File: src/verilog/smi_pkg.sv
// smi_pkg: shared constants, encodings and carrier types of the switch monitor
// interrupt and input-configuration block.
// assumes: one 20 MHz clock; the spi pins and comparator outputs arrive from outside.
package smi_pkg;

    // ------------------------------------------------------------
    // input array geometry
    // ------------------------------------------------------------
    localparam int SMI_N_IN     = 24;
    localparam int SMI_GRP_SIZE = 4;
    localparam int SMI_TH_W     = 2;
    localparam int SMI_WC_W     = 3;

    // comparator levels: 2V, 2.7V, 3V, 4V
    typedef enum logic [SMI_TH_W-1:0] {
        SMI_TH_2V0,
        SMI_TH_2V7,
        SMI_TH_3V0,
        SMI_TH_4V0
    } smi_thresh_t;

    // wetting current settings, everything above 15 mA is illegal
    typedef enum logic [SMI_WC_W-1:0] {
        SMI_WC_0MA,
        SMI_WC_1MA,
        SMI_WC_2MA,
        SMI_WC_5MA,
        SMI_WC_10MA,
        SMI_WC_15MA
    } smi_wc_t;

    // ------------------------------------------------------------
    // interrupt scheme and serial command
    // ------------------------------------------------------------
    localparam logic SMI_SCHEME_STATIC  = 1'b0;
    localparam logic SMI_SCHEME_DYNAMIC = 1'b1;
    localparam logic SMI_CMD_READ       = 1'b0;
    localparam int   SMI_CMD_BITS       = 7;
    localparam int   SMI_ADDR_W         = 6;
    localparam logic [SMI_ADDR_W-1:0] SMI_STAT_ADDR = 6'h01;

    // ------------------------------------------------------------
    // interrupt timing, in clock cycles
    // ------------------------------------------------------------
    localparam int SMI_CNT_W            = 16;
    localparam int SMI_ACTIVE_CYC_DEF   = 200;
    localparam int SMI_INACTIVE_CYC_DEF = 200;
    localparam int SMI_IDLE_CYC_DEF     = 100;

    typedef struct packed {
        logic cs_n;
        logic sclk;
        logic mosi;
    } smi_spi_t;

    typedef struct packed {
        logic o;
        logic oe;
    } smi_od_pin_t;

endpackage : smi_pkg

File: src/verilog/smi_irq_pin_ctrl.sv
// smi_irq_pin_ctrl: input enables, group thresholds, wetting current selection and
// the open-drain interrupt line with static or dynamic assertion and idle holdoff.
// assumes: spi pins and comparator outputs are asynchronous; misc_event_i is a
// same-clock pulse from the other monitors; the host stops operation before config.
//
// How it works
// a disabled input gets no wetting current and its status stops updating
// after reset every input is disabled
// one threshold selection is shared by each group of four inputs
// the threshold code selects one of four levels: 2V, 2.7V, 3V, 4V
// host sets battery-switch thresholds above the open-switch sink drop
// wetting current code selects one of six settings, others map to 0 mA
// after reset every wetting current setting is 0 mA
// interrupt line is active-low open-drain, pulled low only on events
// scheme bit 0 selects static level, 1 selects dynamic toggling
// static: line stays low until chip-select rises after a status read
// status is captured on the first serial clock rise after chip-select falls
// a read command to the status register clears it
// dynamic: low for active time, released for inactive time, repeat until read
// dynamic: a read while low releases the line and clears at chip-select rise
// dynamic: a read while released clears and the line stays released
// after reset the static scheme is selected
// scheme changes only while the run bit is 0
// a status read with an event pending starts the idle holdoff
// events during holdoff update status but the line stays released
// a read during holdoff clears status, so no assertion when holdoff ends
// host clears the run bit before changing input configuration
// active, inactive and holdoff durations are cycle-count parameters
`timescale 1ns/100ps
`default_nettype none
module smi_irq_pin_ctrl
    import smi_pkg::*;
#(
    parameter int N_IN         = smi_pkg::SMI_N_IN,
    parameter int ACTIVE_CYC   = smi_pkg::SMI_ACTIVE_CYC_DEF,
    parameter int INACTIVE_CYC = smi_pkg::SMI_INACTIVE_CYC_DEF,
    parameter int IDLE_CYC     = smi_pkg::SMI_IDLE_CYC_DEF
) (
    // clock and reset
    input  wire logic                                   clk_i,
    input  wire logic                                   rst_i,
    // configuration
    input  wire logic                                   run_i,
    input  wire logic                                   scheme_i,
    input  wire logic [N_IN-1:0]                        switch_en_i,
    input  wire logic [N_IN-1:0]                        irq_en_i,
    input  wire logic [N_IN/smi_pkg::SMI_GRP_SIZE*smi_pkg::SMI_TH_W-1:0] group_threshold_select_i,
    input  wire logic [N_IN/2*smi_pkg::SMI_WC_W-1:0]    wetting_current_cfg_lo_i,
    input  wire logic [N_IN/2*smi_pkg::SMI_WC_W-1:0]    wetting_current_cfg_hi_i,
    // pins and events
    input  wire logic [N_IN-1:0]                        switch_input_i,
    input  wire smi_pkg::smi_spi_t                      spi_i,
    input  wire logic                                   misc_event_i,
    // interrupt pin
    output smi_pkg::smi_od_pin_t                        irq_pin_o,
    // analog front-end control
    output logic      [N_IN-1:0]                        wet_on_o,
    output logic      [N_IN*smi_pkg::SMI_WC_W-1:0]      wet_sel_o,
    output logic      [N_IN*smi_pkg::SMI_TH_W-1:0]      thresh_sel_o,
    // status
    output logic      [N_IN-1:0]                        sw_state_o,
    output logic      [N_IN:0]                          int_stat_o,
    output logic      [N_IN:0]                          stat_snap_o
);

    import smi_pkg::*;

    // ------------------------------------------------------------
    // types and state
    // ------------------------------------------------------------
    localparam int N_GRP = N_IN / SMI_GRP_SIZE;
    localparam int BC_W  = $clog2(SMI_CMD_BITS + 1);

    typedef enum logic [1:0] {
        ST_REL,
        ST_LOW,
        ST_HIGH,
        ST_HOLD
    } smi_irq_st_t;

    typedef struct packed {
        smi_irq_st_t               st;
        logic [SMI_CNT_W-1:0]      cnt;
        logic                      scheme;
        logic [N_IN-1:0]           en;
        logic [N_IN-1:0]           ien;
        logic [N_GRP*SMI_TH_W-1:0] thr;
        logic [N_IN*SMI_WC_W-1:0]  wc;
        logic [N_IN-1:0]           sw;
        logic [N_IN:0]             stat;
        logic [N_IN:0]             snap;
        logic [SMI_CMD_BITS-1:0]   cmd;
        logic [BC_W-1:0]           bit_cnt;
        logic                      rd_hit;
        logic                      int_out;
        logic                      int_oe;
        logic [N_IN-1:0]           wet_on;
        logic [N_IN*SMI_WC_W-1:0]  wc_out;
        logic [N_IN*SMI_TH_W-1:0]  thr_out;
    } smi_st_t;

    smi_st_t q;
    smi_st_t next_q;

    logic [N_IN-1:0] sw_sync;
    logic [2:0]      spi_lvl;
    logic [2:0]      spi_rise;
    logic [2:0]      spi_fall;
    logic            rd_done;
    logic            cnt_zero;
    logic [N_IN:0]   set_bits;
    logic [N_IN-1:0] chg;

    // ------------------------------------------------------------
    // helpers
    // ------------------------------------------------------------
    function automatic logic [SMI_WC_W-1:0] wc_fix(input logic [SMI_WC_W-1:0] c);
        // an illegal code falls back to no current rather than an undefined source
        return (c > SMI_WC_15MA) ? SMI_WC_0MA : c;
    endfunction : wc_fix

    function automatic logic is_stat_read(input logic [SMI_CMD_BITS-1:0] c);
        return (c[SMI_CMD_BITS-1] == SMI_CMD_READ) &&
               (c[SMI_ADDR_W-1:0] == SMI_STAT_ADDR);
    endfunction : is_stat_read

    // ------------------------------------------------------------
    // pin synchronisers
    // ------------------------------------------------------------
    smi_sync #(.W(N_IN)) u_sw_sync (
        .clk_i  (clk_i),
        .rst_i  (rst_i),
        .d_i    (switch_input_i),
        .q_o    (sw_sync),
        .rise_o (),
        .fall_o ()
    );

    smi_sync #(.W(3)) u_spi_sync (
        .clk_i  (clk_i),
        .rst_i  (rst_i),
        .d_i    ({spi_i.cs_n, spi_i.sclk, spi_i.mosi}),
        .q_o    (spi_lvl),
        .rise_o (spi_rise),
        .fall_o (spi_fall)
    );

    // ------------------------------------------------------------
    // next state
    // ------------------------------------------------------------
    always_comb begin
        next_q   = q;
        rd_done  = 1'b0;
        cnt_zero = (q.cnt == '0);
        chg      = '0;
        // config is only taken while stopped, so nothing changes mid-operation
        if (!run_i) begin
            next_q.scheme = scheme_i;
            next_q.en     = switch_en_i;
            next_q.ien    = irq_en_i;
            next_q.thr    = group_threshold_select_i;
            next_q.wc     = {wetting_current_cfg_hi_i, wetting_current_cfg_lo_i};
        end else begin
            chg       = (sw_sync ^ q.sw) & q.en;
            next_q.sw = (q.sw & ~q.en) | (sw_sync & q.en);
        end
        set_bits = {misc_event_i, chg & q.ien};

        // serial command decode
        if (spi_fall[2]) begin
            next_q.bit_cnt = '0;
            next_q.rd_hit  = 1'b0;
        end else if (!spi_lvl[2] && spi_rise[1] && q.bit_cnt != BC_W'(SMI_CMD_BITS)) begin
            if (q.bit_cnt == '0) begin
                next_q.snap = q.stat;
            end
            next_q.cmd     = {q.cmd[SMI_CMD_BITS-2:0], spi_lvl[0]};
            next_q.bit_cnt = q.bit_cnt + 1'b1;
            if (q.bit_cnt == BC_W'(SMI_CMD_BITS - 1)) begin
                next_q.rd_hit = is_stat_read({q.cmd[SMI_CMD_BITS-2:0], spi_lvl[0]});
            end
        end
        if (spi_rise[2] && q.rd_hit) begin
            rd_done       = 1'b1;
            next_q.rd_hit = 1'b0;
        end
        // a new event wins over the clear in the same cycle
        next_q.stat = (q.stat & ~{(N_IN + 1){rd_done}}) | set_bits;

        // interrupt line sequencing
        if (!cnt_zero) begin
            next_q.cnt = q.cnt - 1'b1;
        end
        unique case (q.st)
            ST_REL: begin
                if (q.stat != '0) begin
                    next_q.st  = ST_LOW;
                    next_q.cnt = SMI_CNT_W'(ACTIVE_CYC - 1);
                end
            end
            ST_LOW: begin
                if (rd_done) begin
                    next_q.st  = ST_HOLD;
                    next_q.cnt = SMI_CNT_W'(IDLE_CYC - 1);
                end else if (q.scheme == SMI_SCHEME_DYNAMIC && cnt_zero) begin
                    next_q.st  = ST_HIGH;
                    next_q.cnt = SMI_CNT_W'(INACTIVE_CYC - 1);
                end
            end
            ST_HIGH: begin
                if (rd_done) begin
                    next_q.st  = ST_HOLD;
                    next_q.cnt = SMI_CNT_W'(IDLE_CYC - 1);
                end else if (cnt_zero) begin
                    next_q.st  = ST_LOW;
                    next_q.cnt = SMI_CNT_W'(ACTIVE_CYC - 1);
                end
            end
            ST_HOLD: begin
                // status cleared here leaves nothing to assert afterwards
                if (cnt_zero) begin
                    next_q.st = ST_REL;
                end
            end
        endcase
        next_q.int_out = 1'b0;
        next_q.int_oe  = (next_q.st == ST_LOW);

        // front-end drive
        next_q.wet_on = q.en & {N_IN{run_i}};
        for (int i = 0; i < N_IN; i++) begin
            next_q.wc_out[i*SMI_WC_W +: SMI_WC_W] =
                wc_fix(q.wc[i*SMI_WC_W +: SMI_WC_W]);
            next_q.thr_out[i*SMI_TH_W +: SMI_TH_W] =
                q.thr[(i / SMI_GRP_SIZE)*SMI_TH_W +: SMI_TH_W];
        end
    end

    always_ff @(posedge clk_i) begin
        if (rst_i) begin
            q <= '0;
        end else begin
            q <= next_q;
        end
    end

    // ------------------------------------------------------------
    // outputs
    // ------------------------------------------------------------
    assign irq_pin_o.o   = q.int_out;
    assign irq_pin_o.oe  = q.int_oe;
    assign wet_on_o      = q.wet_on;
    assign wet_sel_o     = q.wc_out;
    assign thresh_sel_o  = q.thr_out;
    assign sw_state_o    = q.sw;
    assign int_stat_o    = q.stat;
    assign stat_snap_o   = q.snap;

    function automatic logic wc_all_legal(input logic [N_IN*SMI_WC_W-1:0] v);
        logic ok;
        ok = 1'b1;
        for (int i = 0; i < N_IN; i++) begin
            if (v[i*SMI_WC_W +: SMI_WC_W] > SMI_WC_15MA) begin
                ok = 1'b0;
            end
        end
        return ok;
    endfunction : wc_all_legal
endmodule : smi_irq_pin_ctrl
`default_nettype wire

File: src/verilog/smi_sync.sv
// smi_sync: two-flop synchroniser with a third stage for edge detection.
// assumes: d_i is asynchronous to clk_i; edges come in the same cycle as the level change.
`timescale 1ns/100ps
`default_nettype none
module smi_sync #(
    parameter int W = 1
) (
    // clock and reset
    input  wire logic         clk_i,
    input  wire logic         rst_i,
    // asynchronous input
    input  wire logic [W-1:0] d_i,
    // synchronised level and edges
    output logic      [W-1:0] q_o,
    output logic      [W-1:0] rise_o,
    output logic      [W-1:0] fall_o
);

    typedef struct packed {
        logic [W-1:0] s1;
        logic [W-1:0] s2;
        logic [W-1:0] s3;
    } smi_sync_st_t;

    smi_sync_st_t q;
    smi_sync_st_t next_q;

    always_comb begin
        next_q    = q;
        next_q.s1 = d_i;
        next_q.s2 = q.s1;
        next_q.s3 = q.s2;
    end

    always_ff @(posedge clk_i) begin
        if (rst_i) begin
            q <= '0;
        end else begin
            q <= next_q;
        end
    end

    // only the second and third stages feed logic
    assign q_o    = q.s2;
    assign rise_o = q.s2 & ~q.s3;
    assign fall_o = ~q.s2 & q.s3;

endmodule : smi_sync
`default_nettype wire

File: config.mk
export PLATFORM = sky130hd
export DESIGN_NAME = smi_irq_pin_ctrl
export DESIGN_NICKNAME = d
export VERILOG_FILES = /design/src/verilog/smi_pkg.sv /design/src/verilog/smi_irq_pin_ctrl.sv /design/src/verilog/smi_sync.sv
export SDC_FILE = /design/constraint.sdc
export NUM_CORES = 1
export LEC_CHECK = 0
export ABC_AREA = 1
export BUFFER_PORTS_ARGS = -buffer_cell sky130_fd_sc_hd__buf_2
export CELL_PAD_IN_SITES_DETAIL_PLACEMENT = 0
export CELL_PAD_IN_SITES_GLOBAL_PLACEMENT = 1
export CORE_ASPECT_RATIO = 1.1
export CORE_MARGIN = 2
export CORE_UTILIZATION = 39
export DETAILED_ROUTE_END_ITERATION = 12
export MAX_ROUTING_LAYER = met4
export PLACE_DENSITY_LB_ADDON = 0.08
export RECOVER_POWER = 100
export SLEW_MARGIN = 20
export SYNTH_ARGS = -nofsm -noshare
export SYNTH_HDL_FRONTEND = slang
export SYNTH_SLANG_ARGS = --single-unit
File: constraint.sdc
create_clock -name clk_i -period 1.9 [get_ports clk_i]
set_input_delay 0.38 -clock clk_i [delete_from_list [all_inputs] [get_ports clk_i]]
set_output_delay 0.38 -clock clk_i [all_outputs]
set_load 0.01 [all_outputs]
==> run metrics <==
P_leak=8.601 nW; Root Driver=clkbuf_16; DP HPWL=around 26 mm; failing checks=max-capacitance violations, max-slew violations; initial antenna violation count=7; Max Cap Viol=1; dpl cells=2,461; CP most frequent cell=ha_1; Syn Std Cell Area=0.01510 mm^2; H-Tree Depth=2; drc violations=0; outcome=finished with violations; synthesized area per cell=~8 um^2; Area Overhead vs Synth=16.29%; Fmax=roughly 570 MHz; Seq cells post-synth=400; first-pass GRT wire length=between 50 and 60 mm; layout cell share with drive strength beyond 1=0.2511; Final Skew=~16 ps; final wirelength=roughly 37 mm; Vias/cell=approximately 4.4; PortBufs=382; Die X=about 190 um; Avg WL per Cell=between 10 and 15 um; Slew Limit Headroom=-0.2346; WHS=between 30 and 40 ps; Reg clk slew, reported paths=60 ps; Non-Filler Instances=2,563; Die ar.=~0.040 mm^2; Tot GR Track Use=0.1859; CP cell instances=ha_1, ha_1, nor2_1, nand3_2, nor2_4, nand3_4, inv_4, buf_12, o21ai_0, a21oi_1; Startpoint Class=flop; CORE AREA=0.03819 mm^2; Max VDD drop=about 0.73 mV; Detail Route Antenna Nets=0; Gate Count Post-Synth=roughly 1,800; Critical Path AT=between 2000 and 2500 ps; Final GP Congestion=approximately 0.80; pwr/cell area=~1200 mW/mm^2; Tcrit/Tclk final=0.9229; Synth Flop Type=dfxtp_1; CP max stage cell=dfxtp_1; Post-synth top cells=dfxtp_1, nor2_1, buf_4, inv_1, o21ai_0; Hold Path Class=primary input to flop; WS Path Type=flop to flop; post-synthesis cell type count=30; Layout Nets=around 2,200; clk_lat worst skew=560 ps; area leader, netlist=dfxtp_1; Die Y=approximately 210 um; TritonCTS Buffers=44; Core Util, Final=0.4599; global route overflow=0; Ports=384; asr flop ratio synth=0; DRT Pass-1 Iters=4; Area contributors post-synth=dfxtp_1, buf_4, nor2_1; Tightest Pin Transition=1852 ps; CP endpoint kind=flop; DR vias=approximately 11,000; crit path max fanout=14; Cells on Worst Hold Path=3; slowest stage delay, CP=about 330 ps; WP data required=about 2400 ps; FF-to-FF path depth=10; min cycle time layout=around 1800 ps; Hold Vio Cnt, Final=0; FP Rows=between 70 and 80; Max Transition Viols Final=just under 90; Iter 0 DRT Violations=around 370; clock buffer depth=3; EDFF count, synth=0; CTS sink count=400; CTS tree=built; # setup viols final=0; vias in the first global route=10,900; pin count of the biggest net entering global routing=87; Post-Syn Nets=around 2,000; synth warn=0; register area share after synthesis=0.5302; initial core utilization=0.3955; area share of the leading cell type in the synthesized netlist=0.5302; dominant cell by count in the synthesized netlist=dfxtp_1
per-layer routing:
metal	vias up	GRT usage	part of all wire
li1	5923	-	-
met5	-	-	0
met3	52	0.06610	0.079
met2	259	0.3042	0.48
met1	5119	0.2145	0.42
met4	0	0.05252	0.020
area by class of cell:
type | count | area, um^2
fill | 3883 | 20630
sequential | 400 | 8008
multi-input combinational | 940 | 4382
timing repair buffer | 427 | 2296
clock buffer | 66 | 1345
inverter | 208 | 784.5
tap | 500 | 625.6
clock inverter | 14 | 105.1
antenna | 8 | 20.02
logic make-up (layout without fill, tap and decap cells):
group / count (synthesis) / after routing / share of synthesized area
buffers and inverters: 502 / 715 / 0.1812
AND/OR/NAND/NOR: 542 / 542 / 0.1453
flip-flops: 400 / 400 / 0.5302
other: 1 / 9 / 0.0002483
AO/OA/AOI/OAI: 361 / 361 / 0.1207
adder cells (fa/ha/maj): 6 / 6 / 0.004970
XOR/XNOR: 30 / 30 / 0.01740
cells in the final DEF (no fill, tap or decap), drive strengths merged, types with 6 or more instances in the layout:
cell type    count
buf            406
dfxtp          400
nor2           357
inv            208
o21ai          201
a21oi          157
nand2          118
clkbuf          77
nand3           53
xor2            29
clkinv          11
dlygate4sd3     10
diode            8
nand4            7
ha               6
state kept, by name, indices dropped and copies added, names as in the netlist, 3 cells and up, named ones only:
name / cells
u_sw_sync.q_o: 24
u_spi_sync.q_o: 3
wet_on_o: 24
int_stat_o: 25
q: 149
next_q: 12
wet_sel_o: 72
stat_snap_o: 25
u_spi_sync.next_q: 3
thresh_sel_o: 12
u_sw_sync.next_q: 24
worst max-delay path, delay by kind of cell (launching register included):
kind                       cells  cell delay, ps
DFF                            1             330
adders and majority gates      2             350
buffers and inverters          2             240
and+or+nand+nor                4             540
AOI/OAI and AO/OA              2             230
path summary, 6_finish.rpt:
| check | startpoint | end | slack (ps) |
|---|---|---|---|
| max | q[148] | stat_snap_o[7] | 150 |
| min | switch_input_i[21] | u_sw_sync.next_q[45] | 40 |
| max reg2reg | q[148] | stat_snap_o[7] | 150 |
| min reg2reg | u_sw_sync.next_q[34] | u_sw_sync.q_o[10] | 400 |
power breakdown:
| part | switching, mW | internal (mW) | leakage (nW) | total (mW) |
|---|---|---|---|---|
| Combinational | 1.68 | 1.03 | 4.59 | 2.71 |
| Clock | 3.37 | 5.02 | 0.726 | 8.40 |
| Sequential | 0.276 | 8.91 | 3.29 | 9.19 |
per-stage QoR:
stage	total power [mW]	setup slack, ps	cell area, um^2	setup TNS (ps)
2_1_floorplan	11.39	281.4	15100	0
3_3_place_gp	12.04	147.8	16030	0
3_5_place_dp	12.06	44.44	16030	0
4_1_cts	20.57	42.13	17580	0
5_1_grt	21.35	-14.11	17560	-27.95
6_report	20.30	146.4	17570	0
repair_timing:
item / CTS / global route
endpoints found under the setup margin: 0 / 36
gates resized for setup: 0 / 6
hold buffers: 10 / 0
setup buffers: 0 / 3
hold endpoints to repair: 10 / 0
Power figures use the tool's default switching activity.
